--- src/rtl/asr_pkg.sv ---
// package for the static ram host controller: pin bundle, timing and grade constants
package asr_pkg;
  localparam int ADDR_W        = 12;
  localparam int DEPTH         = 4096;
  localparam int CLK_PERIOD_NS = 50;
  // slowest documented grade, so one table fits all four
  localparam int READ_CYCLE_TIME_NS      = 70;
  localparam int SELECT_ACCESS_TIME_NS   = 70;
  localparam int SELECT_TO_WRITE_END_NS  = 55;
  localparam int ADDRESS_TO_WRITE_END_NS = 55;
  localparam int WRITE_PULSE_NS          = 40;
  localparam int WRITE_RECOVERY_NS       = 15;
  localparam int DATA_HOLD_NS            = 10;
  localparam int DESELECT_TO_FLOAT_NS    = 40;
  localparam int DESELECT_TO_RETENTION_NS = 0;
  // least times round up
  localparam int ACCESS_CYC = (SELECT_ACCESS_TIME_NS + CLK_PERIOD_NS - 1) / CLK_PERIOD_NS;
  localparam int WRITE_CYC  =
    (SELECT_TO_WRITE_END_NS + CLK_PERIOD_NS - 1) / CLK_PERIOD_NS;
  localparam int FLOAT_CYC  = (DESELECT_TO_FLOAT_NS + CLK_PERIOD_NS - 1) / CLK_PERIOD_NS;
  localparam int RECOVER_CYC = (READ_CYCLE_TIME_NS + CLK_PERIOD_NS - 1) / CLK_PERIOD_NS;
  localparam int CNT_W = 4;

  typedef struct packed {
    logic [ADDR_W-1:0] addr;
    logic              data_in;
    logic              select_n;
    logic              write_en_n;
  } asr_pins_t;

  typedef struct packed {
    logic              write;
    logic [ADDR_W-1:0] addr;
    logic              wdata;
  } asr_req_t;
endpackage : asr_pkg

--- src/rtl/asr_wait_cnt.sv ---
// down counter that times each phase of a ram cycle after the one-cycle setup
module asr_wait_cnt #(
  parameter int W = 4
) (
  input  wire logic         clk_sys,
  input  wire logic         reset,
  input  wire logic         load,
  input  wire logic [W-1:0] value,
  output logic              done
);
  logic [W-1:0] cnt_r;

  always_ff @(posedge clk_sys)
  begin
    if (reset)
      cnt_r <= '0;
    else if (load)
      cnt_r <= value;
    else if (cnt_r != '0)
      cnt_r <= cnt_r - 1'b1;
  end

  // done ignores load so the phase logic that drives load forms no loop
  assign done = (cnt_r == '0);
endmodule : asr_wait_cnt

--- src/rtl/asr_host.sv ---
// host controller driving a 4096 x 1 asynchronous static ram through its pins
// Operation
// ram holds 4096 one-bit locations
// separate data in, three-state data out
// ram fully static, no clock needed
// read holds write enable high, select low
// read cycle lasts at least access time
// old data held 5 ns after address
// data valid within select access time
// address stable before select falls
// output floats at least 10/5 ns
// output floats within 40/30 ns of deselect
// fast grades turn off before turn on
// standby after deselect, instant power up
// short deselect does not slow access
// write enable low floats output
// output may drive after write end
// select and write rise together, stay floating
// address changes only while strobe high
// select low long enough before write end
// address valid long enough before write end
// write ended by either strobe accepted
// deselect before retention, wait recovery cycle
// ram stores data at first rising strobe
module asr_host #(
  parameter int ACCESS_CYCLES  = asr_pkg::ACCESS_CYC,
  parameter int WRITE_CYCLES   = asr_pkg::WRITE_CYC,
  parameter int FLOAT_CYCLES   = asr_pkg::FLOAT_CYC,
  parameter int RECOVER_CYCLES = asr_pkg::RECOVER_CYC
) (
  input  wire logic                       clk_sys,
  input  wire logic                       reset,
  input  wire logic                       req_valid,
  output logic                            req_ready,
  input  wire asr_pkg::asr_req_t          req,
  output logic                            rsp_valid,
  output logic                            rsp_rdata,
  input  wire logic                       retention_req,
  output logic                            retention_ok,
  output asr_pkg::asr_pins_t              pins,
  input  wire logic                       ram_data_out
);
  typedef enum logic [5:0] {
    ST_IDLE    = 6'h01,
    ST_SETUP   = 6'h02,
    ST_READ    = 6'h04,
    ST_WRITE   = 6'h08,
    ST_RECOVER = 6'h10,
    ST_RETAIN  = 6'h20
  } asr_state_t;

  localparam logic [asr_pkg::CNT_W-1:0] ACC_V = asr_pkg::CNT_W'(ACCESS_CYCLES);
  localparam logic [asr_pkg::CNT_W-1:0] WR_V  = asr_pkg::CNT_W'(WRITE_CYCLES);
  localparam logic [asr_pkg::CNT_W-1:0] FLT_V = asr_pkg::CNT_W'(FLOAT_CYCLES);
  localparam logic [asr_pkg::CNT_W-1:0] REC_V = asr_pkg::CNT_W'(RECOVER_CYCLES);

  asr_state_t         state_r;
  asr_state_t         state_nxt;
  asr_pkg::asr_pins_t pins_r;
  asr_pkg::asr_pins_t pins_nxt;
  logic               rsp_valid_r;
  logic               rdata_r;
  logic               write_r;
  logic               cnt_load;
  logic [asr_pkg::CNT_W-1:0] cnt_value;
  logic               cnt_done;

  asr_wait_cnt #(.W(asr_pkg::CNT_W)) u_cnt (
    .clk_sys (clk_sys),
    .reset   (reset),
    .load    (cnt_load),
    .value   (cnt_value),
    .done    (cnt_done)
  );

  wire is_idle   = (state_r == ST_IDLE);
  wire take_req  = is_idle && req_valid && !retention_req;
  wire go_retain = is_idle && retention_req;
  wire phase_end = cnt_done;
  assign req_ready    = is_idle && !retention_req;
  assign retention_ok = (state_r == ST_RETAIN) && cnt_done;
  assign rsp_valid    = rsp_valid_r;
  assign rsp_rdata    = rdata_r;
  assign pins         = pins_r;

  always_comb
  begin
    state_nxt = state_r;
    pins_nxt  = pins_r;
    cnt_load  = 1'b0;
    cnt_value = '0;
    unique case (state_r)
      ST_IDLE:
      begin
        if (take_req)
        begin
          // address and data set while both strobes are high
          pins_nxt.addr       = req.addr;
          pins_nxt.data_in    = req.wdata;
          pins_nxt.select_n   = 1'b1;
          pins_nxt.write_en_n = 1'b1;
          state_nxt           = ST_SETUP;
        end
        else if (go_retain)
        begin
          // deselect ahead of supply drop, then hold one read cycle
          pins_nxt.select_n   = 1'b1;
          pins_nxt.write_en_n = 1'b1;
          cnt_load            = 1'b1;
          cnt_value           = REC_V;
          state_nxt           = ST_RETAIN;
        end
      end
      ST_SETUP:
      begin
        // select falls after address is stable
        pins_nxt.select_n   = 1'b0;
        pins_nxt.write_en_n = !write_r;
        cnt_load            = 1'b1;
        cnt_value           = write_r ? WR_V : ACC_V;
        state_nxt           = write_r ? ST_WRITE : ST_READ;
      end
      ST_READ:
      begin
        if (phase_end)
        begin
          pins_nxt.select_n = 1'b1;
          cnt_load          = 1'b1;
          cnt_value         = FLT_V; // bus turnaround before next select
          state_nxt         = ST_RECOVER;
        end
      end
      ST_WRITE:
      begin
        if (phase_end)
        begin
          // both strobes rise together; output stays floating
          pins_nxt.select_n   = 1'b1;
          pins_nxt.write_en_n = 1'b1;
          cnt_load            = 1'b1;
          cnt_value           = FLT_V;
          state_nxt           = ST_RECOVER;
        end
      end
      ST_RECOVER:
      begin
        if (phase_end)
          state_nxt = ST_IDLE;
      end
      ST_RETAIN:
      begin
        if (!retention_req && cnt_done)
        begin
          cnt_load  = 1'b1;
          cnt_value = REC_V; // wait a read cycle after recovery
          state_nxt = ST_RECOVER;
        end
      end
      default:
        state_nxt = ST_IDLE;
    endcase
  end

  always_ff @(posedge clk_sys)
  begin
    if (reset)
    begin
      state_r <= ST_IDLE;
      pins_r  <= '{addr: '0, data_in: 1'b0, select_n: 1'b1, write_en_n: 1'b1};
      write_r <= 1'b0;
    end
    else
    begin
      state_r <= state_nxt;
      pins_r  <= pins_nxt;
      if (take_req)
        write_r <= req.write;
    end
  end

  // data sampled at end of access time, before deselect
  always_ff @(posedge clk_sys)
  begin
    if (reset)
    begin
      rsp_valid_r <= 1'b0;
      rdata_r     <= 1'b0;
    end
    else
    begin
      rsp_valid_r <= (state_r == ST_READ) && phase_end;
      if ((state_r == ST_READ) && phase_end)
        rdata_r <= ram_data_out;
    end
  end
endmodule : asr_host

--- config.mk ---
export PLATFORM = sky130hd
export DESIGN_NAME = asr_host
export DESIGN_NICKNAME = d
export VERILOG_FILES = /design/src/rtl/asr_pkg.sv /design/src/rtl/asr_wait_cnt.sv /design/src/rtl/asr_host.sv
export SDC_FILE = /design/constraint.sdc
export NUM_CORES = 1
export LEC_CHECK = 0
export BUFFER_PORTS_ARGS = -buffer_cell sky130_fd_sc_hd__buf_2
export CORE_MARGIN = 2
export CORE_UTILIZATION = 45
export CTS_CLUSTER_DIAMETER = 200
export DETAILED_ROUTE_END_ITERATION = 8
export GPL_TIMING_DRIVEN = 0
export PLACE_DENSITY = 0.69
export SLEW_MARGIN = 20
export SYNTH_ARGS = -nofsm -noshare
export SYNTH_HDL_FRONTEND = slang
export SYNTH_SLANG_ARGS = --single-unit
--- constraint.sdc ---
create_clock -name clk_sys -period 2.2 [get_ports clk_sys]
set_input_delay 0 -clock clk_sys [delete_from_list [all_inputs] [get_ports clk_sys]]
set_output_delay 0 -clock clk_sys [all_outputs]
set_load 0.01 [all_outputs]
==> results.md <==
* Cell taking the most area after synthesis: dfxtp_1
* Port buffer count at 35
* CP Class: reg -> out
* FF-to-FF Start: state_r[3]
* Crit-path slowest cell: nor4_4
* Worst Path Buf+Inv at 3
* Vias at 1348
* Synth warn at 0
* Nets@finish at 235
* Postcts setup bufs at 0
* Max Root-Sink Buffers at 2
* Sequential area share after synthesis at 42.1%
* WHS Endpoint: rsp_valid
* Mapped Cells at 160
* Synth cell types at 42
* Synthesized net count at 180
* First-pass iteration count of the detailed router at 4
* Reg2reg end: pins[2]
* Final Cell Area at 1730 um^2
* Synth-to-layout area growth at 29.5%
* Total grt overflow at 0
* Worst Path Required at around 2.2 ns
* CTS Sinks at 28
* Avg Cell Area, Syn at 8.33 um^2
* Maxcap violations at 0
* CP delay by family, top: simple AND/OR/NAND/NOR gates
* Setup crit end kind: primary output
* Detail Route Antenna Nets at 0
* Global-route wire length before repair at 5680 um
* Post-layout util at between 60% and 70%
* Status: finished clean
* Root Buffer: clkbuf_4
* Synth top area share at 42.1%
* Vias/cell at 5.52
* Number of I/O pins at 38
* Die height at 58.4 um
* DIE WIDTH at 58.4 um
* Power per cell area at 798 nW/um^2
* Sum Neg Setup Slack at 0 ns
* Pre-CTS setup slack at 0.232 ns
* Site row count at 19
* Number of global-route vias before repair at 1325
* Netlist Area Pre-Place at 1330 um^2
* Beginning of the worst hold path: reset
* N_diodes at 0
* Post-synth top flop: dfxtp_1
* Flops & latches, synth at 28
* CP max FO at 10
* Final period util at approximately 93%
* Relative slew slack at 61.5%
* CP dominant cell by count: buf_2
* CTS tree: yes
* Ranking of synthesized cells by area: dfxtp_1 (42%), a21oi_1 (7.1%), nand3_1 (6.4%)
* Reg2Reg Depth at 7
* DP Area at ~1500 um^2
* Total power draw at 1.38 mW
* H-tree depth at 1
* Fin Hold WS at 0.0489 ns
* Worst setup SP type: register
* Dpl hpwl at 2250 um
* Skew final at 0.00873 ns
* Total track usage at 21.0%
* Hold Path Depth at 2
* Clk pin slew, worst setup/hold paths at approximately 0.14 ns
* Clk_lat worst skew at 0.32 ns
* Arr. time, crit path at 2.05 ns
* Fin cells at 244
* Placeable Area at between 2000 and 3000 um^2
* Setup violations, final at 0
* Largest stage delay on the critical path at 0.43 ns
* Min Tclk post-route at 2.05 ns
* Cts bufs inserted at 3
* Worst-margin pin slew at slightly below 0.6 ns
* DR iter-0 viols at 47
* HP Class: in -> reg
* Async SR Flop Fraction at 0%
* Starting Density at a little under half
* Final routed DRC violation total at 0
* Worst VDD drop at 0.877 mV
* Leakage at 0.705 nW
* Post-Place Cells at 226
* Die area at roughly 3400 um^2
* Worst R2R Setup Slack at 0.30 ns
* Final wirelength at about 3400 um
* Max-slew violation count at 0
* Post-synth EDFFs at 0
* Largest net degree at the start of global routing at 15
* DR WL/cell at approximately 14 um
* Final hold violations at 0
* Max Clk Rate at between 400 and 500 MHz
* Share of cells above drive strength 1 at 23.9%
* Placer Congestion at just over 0.8
* CP Cell Sequence: buf_2, nor4_4, nand2_2, nor2_2, buf_4, buf_2
* Antenna violations before repair at 0
* Final worst setup slack at 0.150 ns
* RSZ-0062 raised after global routing: no
[synthesized netlist by cell type, types with 2 or more instances]
master,number
nor2_1,15
o21ai_0,2
dfxtp_1,28
nor3_1,3
a311oi_1,2
clkbuf_1,7
nand4_1,3
xnor2_1,4
nand3_1,17
a21oi_1,19
nand4b_1,2
nand2_1,21
nor4b_1,2
nor4_1,2
o21ai_1,3
inv_1,3
buf_2,2
[state kept, by name (all words and copies together) (netlist names)]
name	flops
rsp_valid	1
u_cnt.cnt_r	4
pins	15
write_r	1
state_r	6
rsp_rdata	1
[cells by family (layout without fill, tap and decap cells)]
kind of cell,Yosys count,in the layout,share of synthesized area (%)
AO/OA/AOI/OAI,34,34,16.9
XOR/XNOR,5,5,3.29
adder cells (fa/ha/maj),1,1,0.939
buffers and inverters,14,67,4.98
flip-flops,28,28,42.1
multiplexers,1,1,0.751
AND/OR/NAND/NOR,77,77,31.1
[timing repair]
| action | in CTS | in global routing |
|---|---|---|
| resized for setup | 0 | 0 |
| hold buffers | 16 | 0 |
| hold endpoints to repair | 16 | 0 |
| setup endpoints to repair | 0 | 1 |
[cell type report]
cell class | count | area (um^2)
well taps | 31 | 38.8
fillers | 244 | 1060
repair buffers | 51 | 335
inverters | 3 | 11.3
plain buffers | 10 | 51.3
clock buffers | 3 | 22.5
multi-input cells | 118 | 706
flip-flops and latches | 28 | 561
[worst max-delay path by stage]
stage                    from        endpoint  slack [ns]  depth (start not counted)
2_1_floorplan      state_r[4]  u_cnt.cnt_r[1]        0.47                          5
3_3_place_gp   u_cnt.cnt_r[1]      state_r[0]        0.29                          7
3_5_place_dp   u_cnt.cnt_r[1]      state_r[0]        0.23                          7
4_1_cts            state_r[3]       req_ready        0.17                          6
5_1_grt            state_r[3]       req_ready        0.04                          6
6_report           state_r[3]       req_ready        0.15                          6
[report_power, final]
group / total, mW / switching [mW] / internal (mW)
Clock: 0.198 / 0.134 / 0.0641
Sequential: 0.626 / 0.0564 / 0.569
Combinational: 0.553 / 0.322 / 0.232
[routing by layer]
layer  GRT usage, %  up-vias  part of all wire (%)
met5              0        -                     0
met4           4.98        0                  0.66
met3           2.86        4                   4.9
met2           39.5       46                    52
met1           24.9      622                    42
li1               -      676                     -
[placed cells by master (no fill, tap or decap), drive strengths merged, types with 2 or more instances in the layout]
master / synthesis / routed
a311oi: 2 / 2
nor4: 3 / 3
dlygate4sd3: 0 / 16
buf: 4 / 39
nand4: 3 / 3
nor4b: 3 / 3
o21ai: 6 / 6
or3: 2 / 2
inv: 3 / 3
xnor2: 4 / 4
dfxtp: 28 / 28
clkbuf: 7 / 9
nor3: 4 / 4
nor2: 16 / 16
nand3: 17 / 17
a21oi: 19 / 19
nand2: 22 / 22
nand4b: 2 / 2
[worst register-to-register path, delay by kind of cell (launching register included)]
family / cells / cell delay [ns]
DFF: 1 / 0.32
AOI/OAI and AO/OA: 1 / 0.14
and+or+nand+nor: 4 / 0.97
buffers and inverters: 2 / 0.41
Power figures use the tool's default switching activity.
